<file path="src/design/tcr_pkg.sv">
// Package: constants and types of the trace control register block
package tcr_pkg;

  // ----------------------------------------------------------------
  // Register map
  // ----------------------------------------------------------------
  localparam logic [7:0]  TCR_ADDR_W        = 8'h08;
  localparam logic [7:0]  TCR_CTRL_OFFSET   = 8'h00;

  // ----------------------------------------------------------------
  // Field positions
  // ----------------------------------------------------------------
  localparam int          TCR_MASTER_EN_BIT = 0;
  localparam int          TCR_LSTAMP_EN_BIT = 1;
  localparam int          TCR_SYNC_EN_BIT   = 2;
  localparam int          TCR_HWFWD_EN_BIT  = 3;
  localparam int          TCR_CLKSEL_BIT    = 4;
  localparam int          TCR_DIV_LSB       = 8;
  localparam int          TCR_GRATE_LSB     = 10;
  localparam int          TCR_SRCID_LSB     = 16;
  localparam int          TCR_BUSY_BIT      = 23;

  // ----------------------------------------------------------------
  // Reset values
  // ----------------------------------------------------------------
  localparam logic [1:0]  TCR_GRATE_RST     = 2'h0;
  localparam logic [1:0]  TCR_DIV_RST       = 2'h0;
  localparam logic        TCR_BIT_RST       = 1'h0;

  // ----------------------------------------------------------------
  // Build options
  // ----------------------------------------------------------------
  localparam logic        TCR_GTS_IMPL      = 1'h1;
  localparam logic        TCR_PRESC_IMPL    = 1'h1;
  // 2'h2: both clock modes; 2'h0: system only; 2'h1: async only
  localparam logic [1:0]  TCR_CLK_MODES     = 2'h2;

  // ----------------------------------------------------------------
  // Timestamp constants
  // ----------------------------------------------------------------
  localparam int          TCR_GTS_W         = 48;
  localparam int          TCR_GTS_FINE_LSB  = 7;
  localparam int          TCR_GTS_CRSE_LSB  = 13;
  localparam logic [5:0]  TCR_DIV1_TERM     = 6'h00;
  localparam logic [5:0]  TCR_DIV4_TERM     = 6'h03;
  localparam logic [5:0]  TCR_DIV16_TERM    = 6'h0f;
  localparam logic [5:0]  TCR_DIV64_TERM    = 6'h3f;
  localparam int          TCR_LSTAMP_W      = 16;

  // ----------------------------------------------------------------
  // Types
  // ----------------------------------------------------------------
  typedef enum logic [1:0] {
    TCR_RATE_OFF    = 2'h0,
    TCR_RATE_FINE   = 2'h1,
    TCR_RATE_COARSE = 2'h2,
    TCR_RATE_PACKET = 2'h3
  } tcr_rate_e;

  typedef enum logic [1:0] {
    TCR_PK_STIM  = 2'h0,
    TCR_PK_HWEVT = 2'h1,
    TCR_PK_GSTMP = 2'h2,
    TCR_PK_SYNC  = 2'h3
  } tcr_kind_e;

  typedef struct packed {
    tcr_kind_e   kind;
    logic [31:0] data;
  } tcr_pkt_s;

endpackage : tcr_pkg

</file>
<file path="src/design/tcr_trace_control.sv">
// Trace control register with packet path, timestamps and busy status
//
// Design decisions made here: the address map and the plain strobed port.
`timescale 1ns/1ps
module tcr_trace_control
  import tcr_pkg::*;
(
  input  wire logic                      mclk_i,
  input  wire logic                      rst_n_i,
  // Register port
  input  wire logic [7:0]                reg_addr_i,
  input  wire logic [31:0]               reg_wdata_i,
  input  wire logic                      reg_wr_i,
  input  wire logic                      reg_rd_i,
  output logic [31:0]                    reg_rdata_o,
  // Stimulus writes from the processor
  input  wire logic                      stim_valid_i,
  input  wire logic [31:0]               stim_data_i,
  output logic                           stim_ready_o,
  // Hardware events from the watchpoint unit
  input  wire logic                      hw_evt_valid_i,
  input  wire logic [31:0]               hw_evt_data_i,
  output logic                           hw_evt_ready_o,
  input  wire logic                      sync_req_i,
  // Timestamp sources
  input  wire logic [TCR_GTS_W-1:0]      gts_count_i,
  input  wire logic                      ref_tick_i,
  input  wire logic                      port_clk_i,
  input  wire logic                      line_idle_i,
  // Toward the trace port unit
  output tcr_pkg::tcr_pkt_s              pkt_o,
  output logic                           pkt_valid_o,
  input  wire logic                      pkt_ready_i,
  output logic [TCR_LSTAMP_W-1:0]        lstamp_o,
  output logic                           lstamp_tick_o,
  output logic [6:0]                     source_id_o
);

  // ----------------------------------------------------------------
  // Control register
  // ----------------------------------------------------------------
  logic       master_en_r;
  logic       lstamp_en_r;
  logic       sync_en_r;
  logic       hwfwd_en_r;
  logic       clksel_r;
  logic       clksel;
  logic [1:0] div_r;
  logic [1:0] grate_r;
  logic [6:0] srcid_r;
  logic       busy;
  logic       ctrl_wr;

  // Only the control offset decodes; other writes fall away
  assign ctrl_wr = reg_wr_i && (reg_addr_i == TCR_CTRL_OFFSET);

  always_ff @(posedge mclk_i or negedge rst_n_i) begin
    if (!rst_n_i) begin
      master_en_r <= TCR_BIT_RST;
      lstamp_en_r <= TCR_BIT_RST;
      sync_en_r   <= TCR_BIT_RST;
      hwfwd_en_r  <= TCR_BIT_RST;
    end else if (ctrl_wr) begin
      master_en_r <= reg_wdata_i[TCR_MASTER_EN_BIT];
      lstamp_en_r <= reg_wdata_i[TCR_LSTAMP_EN_BIT];
      sync_en_r   <= reg_wdata_i[TCR_SYNC_EN_BIT];
      hwfwd_en_r  <= reg_wdata_i[TCR_HWFWD_EN_BIT];
    end
  end

  // Absent options keep the field at zero forever
  always_ff @(posedge mclk_i or negedge rst_n_i) begin
    if (!rst_n_i) begin
      grate_r <= TCR_GRATE_RST;
      div_r   <= TCR_DIV_RST;
    end else if (ctrl_wr) begin
      if (TCR_GTS_IMPL) begin
        grate_r <= reg_wdata_i[TCR_GRATE_LSB +: 2];
      end
      if (TCR_PRESC_IMPL) begin
        div_r <= reg_wdata_i[TCR_DIV_LSB +: 2];
      end
    end
  end

  // No reset: value stays undefined until software writes it
  always_ff @(posedge mclk_i) begin
    if (ctrl_wr) begin
      srcid_r <= reg_wdata_i[TCR_SRCID_LSB +: 7];
    end
  end

  always_ff @(posedge mclk_i) begin
    if (ctrl_wr) begin
      clksel_r <= reg_wdata_i[TCR_CLKSEL_BIT];
    end
  end

  // Single-mode builds ignore the stored bit entirely
  assign clksel = (TCR_CLK_MODES == 2'h2) ? clksel_r
                                          : TCR_CLK_MODES[0];

  // No guard here; software keeps the id still while busy
  assign source_id_o = srcid_r;

  // ----------------------------------------------------------------
  // Read port
  // ----------------------------------------------------------------
  // Busy is live state, so a poll sees draining end at once
  logic [31:0] rd_word;

  always_comb begin
    rd_word = 32'h0000_0000;
    rd_word[TCR_BUSY_BIT] = busy;
    rd_word[TCR_SRCID_LSB +: 7] = srcid_r;
    rd_word[TCR_GRATE_LSB +: 2] = grate_r;
    rd_word[TCR_DIV_LSB +: 2] = div_r;
    rd_word[TCR_CLKSEL_BIT] = clksel;
    rd_word[TCR_HWFWD_EN_BIT] = hwfwd_en_r;
    rd_word[TCR_SYNC_EN_BIT] = sync_en_r;
    rd_word[TCR_LSTAMP_EN_BIT] = lstamp_en_r;
    rd_word[TCR_MASTER_EN_BIT] = master_en_r;
  end

  // Unmapped reads return zero; data stand for one cycle only
  always_ff @(posedge mclk_i or negedge rst_n_i) begin
    if (!rst_n_i) begin
      reg_rdata_o <= 32'h0000_0000;
    end else if (reg_rd_i && (reg_addr_i == TCR_CTRL_OFFSET)) begin
      reg_rdata_o <= rd_word;
    end else begin
      reg_rdata_o <= 32'h0000_0000;
    end
  end

  // ----------------------------------------------------------------
  // Global timestamp requests
  // ----------------------------------------------------------------
  logic [TCR_GTS_W-1:0] gts_prev_r;
  logic [TCR_GTS_W-1:0] gts_diff;
  logic                 gts_change;
  logic                 gts_pend_r;
  logic                 gts_take;

  // History cleared by reset; rate resets to off, so a nonzero count raises no request
  assign gts_diff = gts_count_i ^ gts_prev_r;

  always_comb begin
    case (tcr_rate_e'(grate_r))
      TCR_RATE_FINE:
        gts_change = |gts_diff[TCR_GTS_W-1:TCR_GTS_FINE_LSB];
      TCR_RATE_COARSE:
        gts_change = |gts_diff[TCR_GTS_W-1:TCR_GTS_CRSE_LSB];
      default:
        gts_change = 1'b0;
    endcase
  end

  always_ff @(posedge mclk_i or negedge rst_n_i) begin
    if (!rst_n_i) begin
      gts_prev_r <= '0;
    end else begin
      gts_prev_r <= gts_count_i;
    end
  end

  // New change wins over the take of an older request
  always_ff @(posedge mclk_i or negedge rst_n_i) begin
    if (!rst_n_i) begin
      gts_pend_r <= 1'b0;
    end else if (gts_change) begin
      gts_pend_r <= 1'b1;
    end else if (gts_take || grate_r == TCR_RATE_OFF) begin
      gts_pend_r <= 1'b0;
    end
  end

  // ----------------------------------------------------------------
  // Output path
  // ----------------------------------------------------------------
  typedef enum logic [2:0] {
    TCR_ST_IDLE  = 3'h1,
    TCR_ST_PKT   = 3'h2,
    TCR_ST_STAMP = 3'h4
  } tcr_state_e;

  tcr_state_e state_r;
  logic       sync_pend_r;
  logic       stim_take;
  logic       hw_take;
  logic       sync_take;
  logic       idle;
  logic       stamp_due;

  assign idle           = (state_r == TCR_ST_IDLE);
  assign stim_ready_o   = idle && master_en_r;
  assign stim_take      = stim_valid_i && stim_ready_o;
  assign hw_evt_ready_o = idle && hwfwd_en_r && !stim_valid_i;
  assign hw_take        = hw_evt_valid_i && hw_evt_ready_o;
  assign sync_take      = idle && sync_pend_r && !stim_take && !hw_take;
  assign gts_take       = idle && gts_pend_r && !stim_take && !hw_take
                          && !sync_pend_r;
  assign busy           = !idle;
  assign pkt_valid_o    = !idle;

  // Only data packets earn a trailing stamp; it takes the slot just freed
  assign stamp_due      = (state_r == TCR_ST_PKT) && pkt_ready_i
                          && (grate_r == TCR_RATE_PACKET)
                          && (pkt_o.kind == TCR_PK_STIM
                              || pkt_o.kind == TCR_PK_HWEVT);

  // Sync request waits for a free slot instead of being dropped
  always_ff @(posedge mclk_i or negedge rst_n_i) begin
    if (!rst_n_i) begin
      sync_pend_r <= 1'b0;
    end else if (sync_req_i && sync_en_r && master_en_r) begin
      sync_pend_r <= 1'b1;
    end else if (sync_take || !sync_en_r) begin
      sync_pend_r <= 1'b0;
    end
  end

  always_ff @(posedge mclk_i or negedge rst_n_i) begin
    if (!rst_n_i) begin
      state_r <= TCR_ST_IDLE;
    end else begin
      case (state_r)
        TCR_ST_IDLE: begin
          if (stim_take || hw_take || sync_take || gts_take) begin
            state_r <= TCR_ST_PKT;
          end
        end
        TCR_ST_PKT: begin
          if (stamp_due) begin
            state_r <= TCR_ST_STAMP;
          end else if (pkt_ready_i) begin
            state_r <= TCR_ST_IDLE;
          end
        end
        TCR_ST_STAMP: begin
          // Stamp waits for the port like any other packet
          if (pkt_ready_i) begin
            state_r <= TCR_ST_IDLE;
          end
        end
        default: begin
          state_r <= TCR_ST_IDLE;
        end
      endcase
    end
  end

  // Single holding slot is the output FIFO; stamp loads when it empties
  always_ff @(posedge mclk_i or negedge rst_n_i) begin
    if (!rst_n_i) begin
      pkt_o <= '0;
    end else if (stim_take) begin
      pkt_o <= '{kind: TCR_PK_STIM, data: stim_data_i};
    end else if (hw_take) begin
      pkt_o <= '{kind: TCR_PK_HWEVT, data: hw_evt_data_i};
    end else if (sync_take) begin
      pkt_o <= '{kind: TCR_PK_SYNC, data: 32'h0000_0000};
    end else if (gts_take) begin
      pkt_o <= '{kind: TCR_PK_GSTMP, data: gts_count_i[31:0]};
    end else if (stamp_due) begin
      pkt_o <= '{kind: TCR_PK_GSTMP, data: gts_count_i[31:0]};
    end
  end

  // ----------------------------------------------------------------
  // Local timestamp counter
  // ----------------------------------------------------------------
  logic                    port_clk_d_r;
  logic                    src_tick;
  logic                    div_tick;
  logic                    lst_clear;
  logic [TCR_LSTAMP_W-1:0] lstamp_r;

  // Previous port clock level; reset matches the idle pin level
  always_ff @(posedge mclk_i or negedge rst_n_i) begin
    if (!rst_n_i) begin
      port_clk_d_r <= 1'b0;
    end else begin
      port_clk_d_r <= port_clk_i;
    end
  end

  // Port clock sampled as a level; must run below half of mclk
  assign src_tick  = clksel ? (port_clk_i && !port_clk_d_r)
                            : ref_tick_i;
  assign lst_clear = line_idle_i || !lstamp_en_r;

  tcr_stamp_prescaler u_prescaler (
    .mclk_i    (mclk_i),
    .rst_n_i   (rst_n_i),
    .clear_i   (lst_clear),
    .tick_i    (src_tick),
    .divider_i (div_r),
    .tick_o    (div_tick)
  );

  always_ff @(posedge mclk_i or negedge rst_n_i) begin
    if (!rst_n_i) begin
      lstamp_r <= '0;
    end else if (lst_clear) begin
      lstamp_r <= '0;
    end else if (div_tick) begin
      lstamp_r <= lstamp_r + 16'h0001;
    end
  end

  always_ff @(posedge mclk_i or negedge rst_n_i) begin
    if (!rst_n_i) begin
      lstamp_tick_o <= 1'b0;
    end else begin
      lstamp_tick_o <= div_tick;
    end
  end

  // Counter leaves as is; its registered tick pulse rises on the same edge as the counter step
  assign lstamp_o = lstamp_r;

endmodule // tcr_trace_control

</file>
<file path="src/design/tcr_stamp_prescaler.sv">
// Local timestamp prescaler: divides reference ticks by 1, 4, 16 or 64
`timescale 1ns/1ps
module tcr_stamp_prescaler
  import tcr_pkg::*;
(
  input  wire logic       mclk_i,
  input  wire logic       rst_n_i,
  input  wire logic       clear_i,
  input  wire logic       tick_i,
  input  wire logic [1:0] divider_i,
  output logic            tick_o
);

  // ----------------------------------------------------------------
  // Divider
  // ----------------------------------------------------------------
  logic [5:0] count_r;
  logic [5:0] term;

  always_comb begin
    case (divider_i)
      2'h0:    term = TCR_DIV1_TERM;
      2'h1:    term = TCR_DIV4_TERM;
      2'h2:    term = TCR_DIV16_TERM;
      default: term = TCR_DIV64_TERM;
    endcase
  end

  // Count restarts on clear so the first stamp is a full period
  always_ff @(posedge mclk_i or negedge rst_n_i) begin
    if (!rst_n_i) begin
      count_r <= 6'h00;
    end else if (clear_i) begin
      count_r <= 6'h00;
    end else if (tick_i) begin
      count_r <= (count_r >= term) ? 6'h00 : count_r + 6'h01;
    end
  end

  assign tick_o = tick_i && !clear_i && (count_r >= term);

endmodule // tcr_stamp_prescaler

</file>
<file path="config.mk">
export PLATFORM = sky130hd
export DESIGN_NAME = tcr_trace_control
export DESIGN_NICKNAME = d
export VERILOG_FILES = /design/src/design/tcr_pkg.sv /design/src/design/tcr_trace_control.sv /design/src/design/tcr_stamp_prescaler.sv
export SDC_FILE = /design/constraint.sdc
export NUM_CORES = 1
export LEC_CHECK = 0
export BUFFER_PORTS_ARGS = -buffer_cell sky130_fd_sc_hd__buf_2
export CORE_MARGIN = 2
export CORE_UTILIZATION = 30
export DETAILED_ROUTE_END_ITERATION = 7
export PLACE_DENSITY = 0.63
export SETUP_SLACK_MARGIN = 0.2
export SKIP_LAST_GASP = 1
export SYNTH_ARGS = -nofsm -noshare
export SYNTH_HDL_FRONTEND = slang
export SYNTH_HIERARCHICAL = 1
export SYNTH_SLANG_ARGS = --single-unit
</file>
<file path="constraint.sdc">
create_clock -name mclk_i -period 7.39 [get_ports mclk_i]
set_input_delay 1.1085 -clock mclk_i [delete_from_list [all_inputs] [get_ports mclk_i]]
set_output_delay 1.1085 -clock mclk_i [all_outputs]
set_load 0.05 [all_outputs]
</file>
# Word-level counts from Yosys, hierarchy flattened
# Index checks and enable logic that the tools add are counted.
[op_classes] eq_ne=10 bitwise_logic=1 n_mux=22 n_addsub=2 magnitude_cmp=1 reduce_logical=49
[ops] op="$mux 34" n=5
[ops] op="$xor 48x48->48" n=1
[ops] op="$reduce_or 41->1" n=1
[ops] op="$reduce_or 35->1" n=1
[ops] op="$mux 16" n=2
[ops] op="$mux 24" n=1
[ops] op="$logic_and 1x1->1" n=22
[ops] op="$mux 6" n=3
[ops] op="$pmux 6 s3" n=1
[ops] op="$add 16x1->16 const B" n=1
[ops] op="$logic_not 1->1" n=9
[ops] op="$mux 3" n=3
[ops] op="$pmux 3 s3" n=1
[ops] op="$logic_not 8->1" n=1
[ops] op="$reduce_bool 2->1" n=4
[ops] op="$logic_or 1x1->1" n=7
[ops] op="$add 6x1->6 const B" n=1
[ops] op="$eq 2x1->1 const B" n=3
[ops] op="$eq 2x2->1 const B" n=3
[ops] op="$ge 6x6->1" n=1
[ops] op="$logic_not 2->1" n=3
[ops] op="$mux 1" n=5
[ops] op="$reduce_bool 5->1" n=1
[ops] op="$eq 3x1->1 const B" n=1
[ops] op="4 further kinds" n=4
[word_totals] word_cells=104 register_bits=159 in_bits=163

# Longest topological paths before layout
# Gate-level depths: netlist of run 1.
[depth] depth_word=11 ltp_mapped=12 mapped_depth_nobuf=12

# By module
# The synthesis of run 1 kept the hierarchy.
[by_module_without_submodules] mod="tcr_trace_control" area_each_um2=5625.4 cells_each=506 instances=1 seq_area_each_um2=3319.4
[by_module_without_submodules] mod="tcr_stamp_prescaler" area_each_um2=456.7 cells_each=50 instances=1 seq_area_each_um2=150.1

# Worst setup path before layout of run 1
# Ideal clock, no wire load.
[synth_timing] path_type="register -> output" start="register state_r[0]" end="output port hw_evt_ready_o" slack_ns=3.787 path_stages_with_launch=4 arrival_time_ns=2.495 required_ns=6.281 path_cell_list="dfstp_2 -> nor3b_4 -> inv_1 -> nor3b_1"
[synth_via] elab_chain_cells=3
[synth_rtl] element="start: declaration" line_no="tcr_trace_control.sv:187" source="tcr_state_e state_r;"
[synth_rtl] element="start signal: assignment" line_no="tcr_trace_control.sv:225" source="state_r <= TCR_ST_IDLE;"
[synth_rtl] element="start signal: assignment" line_no="tcr_trace_control.sv:230" source="state_r <= TCR_ST_PKT;"
[synth_rtl] element="start signal: assignment" line_no="tcr_trace_control.sv:235" source="state_r <= TCR_ST_STAMP;"
[synth_rtl] element="$eq 3x1->1" line_no="tcr_trace_control.sv:195" source="assign idle = (state_r == TCR_ST_IDLE);"
[synth_rtl] element="$logic_and 1x1->1 (2 in a row)" line_no="tcr_trace_control.sv:198" source="assign hw_evt_ready_o = idle && hwfwd_en_r && !stim_valid_i;"
[synth_rtl] element="end: declaration" line_no="tcr_trace_control.sv:23" source="output logic hw_evt_ready_o,"
# No other way between the ends.

# Worst setup path in the final report of run 1
[layout_timing] start="register state_r[0]" end="register pkt_o[12] in the netlist's numbering"
[layout_via] elab_chain_cells=11 elab_cells_between_ends=24 cone_classes="eq/ne (2); mux (4); reduce/logical (18)"
[layout_rtl] element="$eq 3x1->1" line_no="tcr_trace_control.sv:195"
[layout_rtl] element="$logic_and 1x1->1, on equally long branches" line_no="tcr_trace_control.sv:196, tcr_trace_control.sv:198"
[layout_rtl] element="$logic_and 1x1->1, on equally long branches" line_no="tcr_trace_control.sv:197, tcr_trace_control.sv:198"
[layout_rtl] element="$logic_not 1->1 / $logic_and 1x1->1 (equally long branches)" line_no="tcr_trace_control.sv:200, tcr_trace_control.sv:201, tcr_trace_control.sv:199"
[layout_rtl] element="$logic_and 1x1->1 / $logic_not 1->1 (equally long branches)" line_no="tcr_trace_control.sv:201, tcr_trace_control.sv:200"
[layout_rtl] element="$logic_and 1x1->1" line_no="tcr_trace_control.sv:201" source="assign gts_take = idle && gts_pend_r && !stim_take && !hw_take"
[layout_rtl] element="$logic_and 1x1->1" line_no="tcr_trace_control.sv:202" source="&& !sync_pend_r;"
[layout_rtl] element="$mux 34" line_no="tcr_trace_control.sv:263" source="end else if (gts_take) begin"
[layout_rtl] element="$mux 34" line_no="tcr_trace_control.sv:261" source="end else if (sync_take) begin"
[layout_rtl] element="$mux 34" line_no="tcr_trace_control.sv:259" source="end else if (hw_take) begin"
[layout_rtl] element="$mux 34" line_no="tcr_trace_control.sv:257" source="end else if (stim_take) begin"
[layout_rtl] element="end signal: assignment" line_no="tcr_trace_control.sv:258" source="pkt_o <= '{kind: TCR_PK_STIM, data: stim_data_i};"
[layout_rtl] element="end signal: assignment" line_no="tcr_trace_control.sv:260" source="pkt_o <= '{kind: TCR_PK_HWEVT, data: hw_evt_data_i};"
[layout_rtl] element="end signal: assignment" line_no="tcr_trace_control.sv:262" source="pkt_o <= '{kind: TCR_PK_SYNC, data: 32'h0000_0000};"
[layout_rtl] element="end: declaration" line_no="tcr_trace_control.sv:31" source="output tcr_pkg::tcr_pkt_s pkt_o,"
# Parallel ways exist; a longest one is shown, timed or not.
# A chain may end at the register's enable or synchronous reset.

==> results.json, run 1 <==
{
  "status": "complete, no violations",
  "cts.repair.resized": 0,
  "synth.largest_area_cell": "dfrtp_1",
  "grt_pass1_wl_um": 27000,
  "dp_slack_ps": 3672,
  "clock_latency_ps": 420,
  "power_mw": 2.433,
  "yosysTopAreaCellShare": 0.5266,
  "die_area_um2": 21430,
  "synth-edff-count": 8,
  "netlist_instances": 556,
  "pin_count": 256,
  "antenna_found_initial": 0,
  "rsz0062_at_grt": "false",
  "cts_sinks": 137,
  "numCtsBuffers": 17,
  "r2r_cells": 5,
  "synth_area_um2": 6082,
  "cp-endpoint": "pkt_o[12]$_DFFE_PN0P_",
  "power_density_nw_per_um2": 305.7,
  "worstSetupPathType": "register to register",
  "r2r-start": "state_r[0]$_DFFE_PN1P_",
  "power.leakage_nw": 3.881,
  "startpoint": "state_r[0]$_DFFE_PN1P_",
  "r2r_end": "pkt_o[12]$_DFFE_PN0P_",
  "drtIter0Drc": 242,
  "die-width_um": 146.4,
  "async_flop_share": 0.9416,
  "busiest_layer": "met2",
  "grt_max_degree": 79,
  "synth_seq_cells": 137,
  "r2r_setup_slack_ps": 3940,
  "final_common_cell": "buf_2",
  "vias": 4968,
  "gr-usage-met3": 0.05313,
  "final_nets": 950,
  "cts_tree": "done",
  "start_util": 0.3035,
  "htreeDepth": 4,
  "slowest_delay_ps": 1130,
  "drc": 0,
  "wl_per_cell_um": 16.20,
  "synth_area_leaders": "dfrtp_1 53%, xor2_1 5.9%, a221oi_1 4.6%",
  "grt_pass1_vias": 4948,
  "cp_cell_sequence": "nor3b_4 > nand3_2 > a31oi_4 > a221oi_1 > o21ai_0",
  "coreArea_um2": 20040,
  "cts_root_buf": "clkbuf_16",
  "setup.worst_path.start_class": "register",
  "grt_use_met2": 0.2696,
  "place.gp.congestion": 0.8156,
  "drtAntennaViolNets": 0,
  "final_util": 0.3972,
  "skew_ps": 6.892,
  "ys_seq_area_frac": 0.5705,
  "period_needed_ps": 3446,
  "drive_above_1_share": 0.3494,
  "numPortBuffers": 224,
  "relSlewSlack": 0.2797,
  "worstPathArrival_ps": 3780,
  "drt_first_pass_iters": 4,
  "fin_setup_tns_ps": 0,
  "cts_setup_buffers": 0,
  "cts.clk_slew.worst_paths_ps": 70,
  "max_freq_mhz": 290.2,
  "finalSetupViolCount": 0,
  "cp_max_fo": 35,
  "timing.final.ws_setup_ps": 3944,
  "path_buf_inv": 0,
  "synthFlopType": "dfrtp_1",
  "critical_path_required_ps": 7730,
  "hold_viol_final": 0,
  "avgSynthCellArea_um2": 10.94,
  "fin_area_um2": 7959,
  "holdBufCountCts": 0,
  "hold_path_class": "register to register",
  "rows": 52,
  "syn_to_final_growth_pct": 30.86,
  "dp_hpwl_um": 11980,
  "slew_violations": 0,
  "end_kind": "register",
  "yosysWarningCount": 6,
  "cp_slowest_cell": "a31oi_4",
  "critical_path_depth": 5,
  "grt-ovfl-total": 0,
  "die_y_um": 146.4,
  "dpl-instance-area_um2": 7401,
  "met1_usage": 0.2067,
  "cap_violations": 0,
  "vdd_drop_max_mv": 0.1532,
  "track_usage": 0.1640,
  "ys_types": 54,
  "worst_slew_pin_slew_ps": 1080,
  "fin_crit_sh": 0.4663,
  "clock_path_buffers": 2,
  "final_cell_mix": "223 x buf_2, 128 x dfrtp_1, 67 x nand2_1",
  "critPathTopFamily": "compound AO/OA/AOI/OAI gates",
  "wirelength_um": 17190,
  "avgViaCountPerCell": 4.682
}
-- cell families after synthesis --
kind of cell / after synthesis / synth area share
flip-flops: 137 / 0.5705
AO/OA/AOI/OAI: 131 / 0.1397
AND/OR/NAND/NOR: 169 / 0.1399
buffers and inverters: 51 / 0.04608
adder cells (fa/ha/maj): 10 / 0.02057
XOR/XNOR: 55 / 0.07920
multiplexers: 2 / 0.003497
other: 1 / 0.0006166
-- synth_stat cells (13+ instances only) --
cell type	n
buf_4	16
a21oi_1	13
o21ai_0	45
nand2_1	67
and2_1	19
o21ai_1	29
nor2_1	24
clkbuf_1	17
xnor2_1	14
dfrtp_1	128
xor2_1	41
a221oi_1	32
-- metrics by stage --
| stage | cells | hold slack (ps) |
|---|---|---|
| floorplan | 570 | 452.9 |
| global placement | 1028 | 455.8 |
| detailed placement | 1028 | 458.3 |
| CTS | 1060 | 473.0 |
| global route | 1060 | 488.5 |
| finish | 1061 | 468.0 |
-- area by class of cell --
class / instances / area [µm²]
Antenna cell: 1 / 2.502
Timing Repair Buffer: 229 / 1165
Clock inverter: 15 / 130.1
Fill cell: 2035 / 12080
Sequential cell: 137 / 3470
Inverter: 10 / 37.54
Clock buffer: 17 / 425.4
Multi-Input combinational cell: 382 / 2391
Tap cell: 270 / 337.8
-- metal layers --
layer / up-vias / wire length, µm
li1: 2379 / -
met1: 2375 / 7561
met2: 197 / 8115
met3: 17 / 1217
met4: 0 / 299
met5: - / 0
-- sequential cells by signal, indices dropped and copies added (netlist names), 3 cells and up --
signal / flops
pkt_o: 34
source_id_o: 7
lstamp_o: 16
state_r: 3
u_prescaler/count_r: 6
reg_rdata_o: 17
gts_prev_r: 41
-- power by group --
part           internal [mW]  leakage, nW  total [mW]  switching, mW
logic                  0.165         1.91       0.700          0.535
registers              0.866         1.71       0.921         0.0552
clock network          0.442        0.266       0.812          0.370
-- worst reg2reg max path: stages (launching register included) --
cell and delay, ps:
dfstp_2 590, nor3b_4 430, nand3_2 670, a31oi_4 1130
a221oi_1 300, o21ai_0 240
-- worst min-delay path by stage --
stage                           from                     to  slack, ps  cells after the start
2_1_floorplan  sync_en_r$_DFFE_PN0P_  sync_en_r$_DFFE_PN0P_        450                      2
3_3_place_gp   pkt_o[32]$_DFFE_PN0P_  pkt_o[32]$_DFFE_PN0P_        460                      2
3_5_place_dp   pkt_o[32]$_DFFE_PN0P_  pkt_o[32]$_DFFE_PN0P_        460                      2
4_1_cts        pkt_o[32]$_DFFE_PN0P_  pkt_o[32]$_DFFE_PN0P_        470                      2
5_1_grt        pkt_o[32]$_DFFE_PN0P_  pkt_o[32]$_DFFE_PN0P_        490                      2
6_report       pkt_o[32]$_DFFE_PN0P_  pkt_o[32]$_DFFE_PN0P_        470                      2
No activity file was read; power rests on OpenSTA's default activity.
==> run 2, diff against run 1 <==
--- a/config.mk
+++ b/config.mk
@@ -9,7 +9,7 @@
 export CORE_MARGIN = 2
 export CORE_UTILIZATION = 30
 export DETAILED_ROUTE_END_ITERATION = 7
-export PLACE_DENSITY = 0.63
+export PLACE_DENSITY = 0.65
 export SETUP_SLACK_MARGIN = 0.2
 export SKIP_LAST_GASP = 1
 export SYNTH_ARGS = -nofsm -noshare
==> constraint.sdc (replaced) <==
create_clock -name mclk_i -period 2.85 [get_ports mclk_i]
set_input_delay 0.4275 -clock mclk_i [delete_from_list [all_inputs] [get_ports mclk_i]]
set_output_delay 0.4275 -clock mclk_i [all_outputs]
set_load 0.05 [all_outputs]
==> results.json, run 2 (synthesized netlist as in run 1, its figures left out) <==
{
  "start_util": 0.3035,
  "die_area_um2": 21430,
  "cts.clk_slew.worst_paths_ps": 60,
  "power_density_nw_per_um2": 789.8,
  "avgViaCountPerCell": 4.651,
  "vias": 5005,
  "fin_hold_ws_ps": 136.1,
  "largest_reg_flops": 41,
  "slew_violations": 0,
  "regMostFlops": "gts_prev_r",
  "htreeDepth": 4,
  "p_comb_frac": 0.282,
  "drive_above_1_share": 0.3759,
  "critical_path_required_ps": 3190,
  "coreArea_um2": 20040,
  "cp_max_fo": 7,
  "clock_path_buffers": 2,
  "worst_slew_pin_slew_ps": 626.4,
  "gr-usage-met3": 0.04344,
  "skew_ps": 13.50,
  "rsz0062_at_grt": "true",
  "pin_count": 256,
  "r2r-start": "div_r[1]$_DFFE_PN0P_",
  "antenna_found_initial": 0,
  "wl_per_cell_um": 15.53,
  "status": "complete, no violations",
  "numCtsBuffers": 17,
  "min-delay-start": "port_clk_i",
  "track_usage": 0.1603,
  "cts_sinks": 137,
  "clock_latency_ps": 420,
  "numPortBuffers": 224,
  "cts_tree": "done",
  "max_freq_mhz": 389.4,
  "r2r_end": "lstamp_o[13]$_DFFE_PN0P_",
  "place.gp.congestion": 0.7834,
  "seqPwrFrac": 0.370,
  "met1_usage": 0.2120,
  "rows": 52,
  "worstPathArrival_ps": 2900,
  "diodes": 0,
  "fin_setup_tns_ps": 0,
  "cts_root_buf": "clkbuf_16",
  "drtIter0Drc": 166,
  "wirelength_um": 16710,
  "place_inst": 1039,
  "fin_crit_sh": 0.9010,
  "final_cell_mix": "223 x buf_2, 127 x dfrtp_1, 67 x nand2_1",
  "worstSetupPathType": "register to register",
  "r2r_cells": 10,
  "hold_path_class": "input port to register",
  "cap_violations": 0,
  "top_regs": "gts_prev_r x41, pkt_o x34, reg_rdata_o x17",
  "r2r_setup_slack_ps": 280,
  "setup.worst_path.start_class": "register",
  "period_needed_ps": 2568,
  "grt_max_degree": 62,
  "busiest_layer": "met2",
  "pwr-share-clk": 0.348,
  "layoutNonFillerInstCount": 1076,
  "final_common_cell": "buf_2",
  "whs_path_depth": 1,
  "power_mw": 6.471,
  "swShare": 0.3728,
  "grt_use_met2": 0.2568,
  "relSlewSlack": 0.5820,
  "dp_hpwl_um": 12050,
  "finalSetupViolCount": 0,
  "syn_to_final_growth_pct": 34.70,
  "cellInternalPower_mw": 4.059,
  "drt_first_pass_iters": 6,
  "final_nets": 966,
  "power.leakage_nw": 3.982,
  "die_y_um": 146.4,
  "die-width_um": 146.4,
  "grt_pass1_wl_um": 27010,
  "end_kind": "register",
  "drc": 0,
  "drtAntennaViolNets": 0,
  "vdd_drop_max_mv": 0.4147,
  "grt-ovfl-total": 0,
  "hold_viol_final": 0,
  "holdPathEnd": "port_clk_d_r$_DFF_PN0_",
  "p_switching_mw": 2.412,
  "grt_pass1_vias": 5102
}
-- run 2: per-layer routing --
layer / vias up / part of all wire
met5: - / 0
li1: 2405 / -
met4: 0 / 0.013
met3: 14 / 0.059
met1: 2414 / 0.45
met2: 172 / 0.48
-- run 2: layout make-up --
cell class,count,area (µm²)
clock buffers,20,466.7
clock inverters,12,138.9
fillers,2024,11850
inverters,10,37.54
multi-input cells,382,2441
flip-flops and latches,137,3471
well taps,270,337.8
repair buffers,245,1300
-- run 2: power groups by stage --
stage | registers (mW) | clock network [mW] | logic (mW)
floorplan | 3.28 | 0 | 0.432
global placement | 2.42 | 0 | 1.82
detailed placement | 2.43 | 0 | 1.83
CTS | 2.40 | 2.31 | 1.84
global route | 2.43 | 2.41 | 1.95
finish | 2.40 | 2.25 | 1.82
-- run 2: repair_timing --
| action | 4_1_cts | 5_1_grt |
|---|---|---|
| hold buffers | 1 | 0 |
| gates resized for setup | 1 | 9 |
| setup buffers | 1 | 3 |
| setup endpoints to repair | 2 | 8 |
| pin swaps | 1 | 4 |
| endpoints found under the hold margin | 44 | 0 |
-- run 2: metrics by stage --
| stage | setup slack (ps) | area [µm²] | utilization |
|---|---|---|---|
| 6_report | 282.0 | 8193 | 0.4088 |
| 5_1_grt | 138.9 | 8193 | 0.4088 |
| 4_1_cts | 226.5 | 8133 | 0.4058 |
| 3_5_place_dp | 216.4 | 7505 | 0.3745 |
| 3_3_place_gp | 275.9 | 7505 | 0.3745 |
| 2_1_floorplan | 229.6 | 6143 | - |
-- run 2: critical path, stage by stage (launching register included) --
cell	delay [ps]
dfrtp_2	440
or2_2	320
ha_1	300
nor3b_2	50
nor3_2	160
a21oi_2	90
nor2_2	140
and4_4	240
nand4_1	190
or3_4	420
a21oi_2	130
-- run 2: worst max-delay path by stage --
stage / start / end / slack, ps / depth (start not counted)
4_1_cts: div_r[1]$_DFFE_PN0P_ / lstamp_o[14]$_DFFE_PN0P_ / 230 / 12
2_1_floorplan: div_r[1]$_DFFE_PN0P_ / lstamp_o[13]$_DFFE_PN0P_ / 230 / 11
6_report: div_r[1]$_DFFE_PN0P_ / lstamp_o[13]$_DFFE_PN0P_ / 280 / 10
3_5_place_dp: div_r[1]$_DFFE_PN0P_ / lstamp_o[12]$_DFFE_PN0P_ / 220 / 12
5_1_grt: div_r[1]$_DFFE_PN0P_ / lstamp_o[13]$_DFFE_PN0P_ / 140 / 11
3_3_place_gp: div_r[1]$_DFFE_PN0P_ / lstamp_o[14]$_DFFE_PN0P_ / 280 / 12
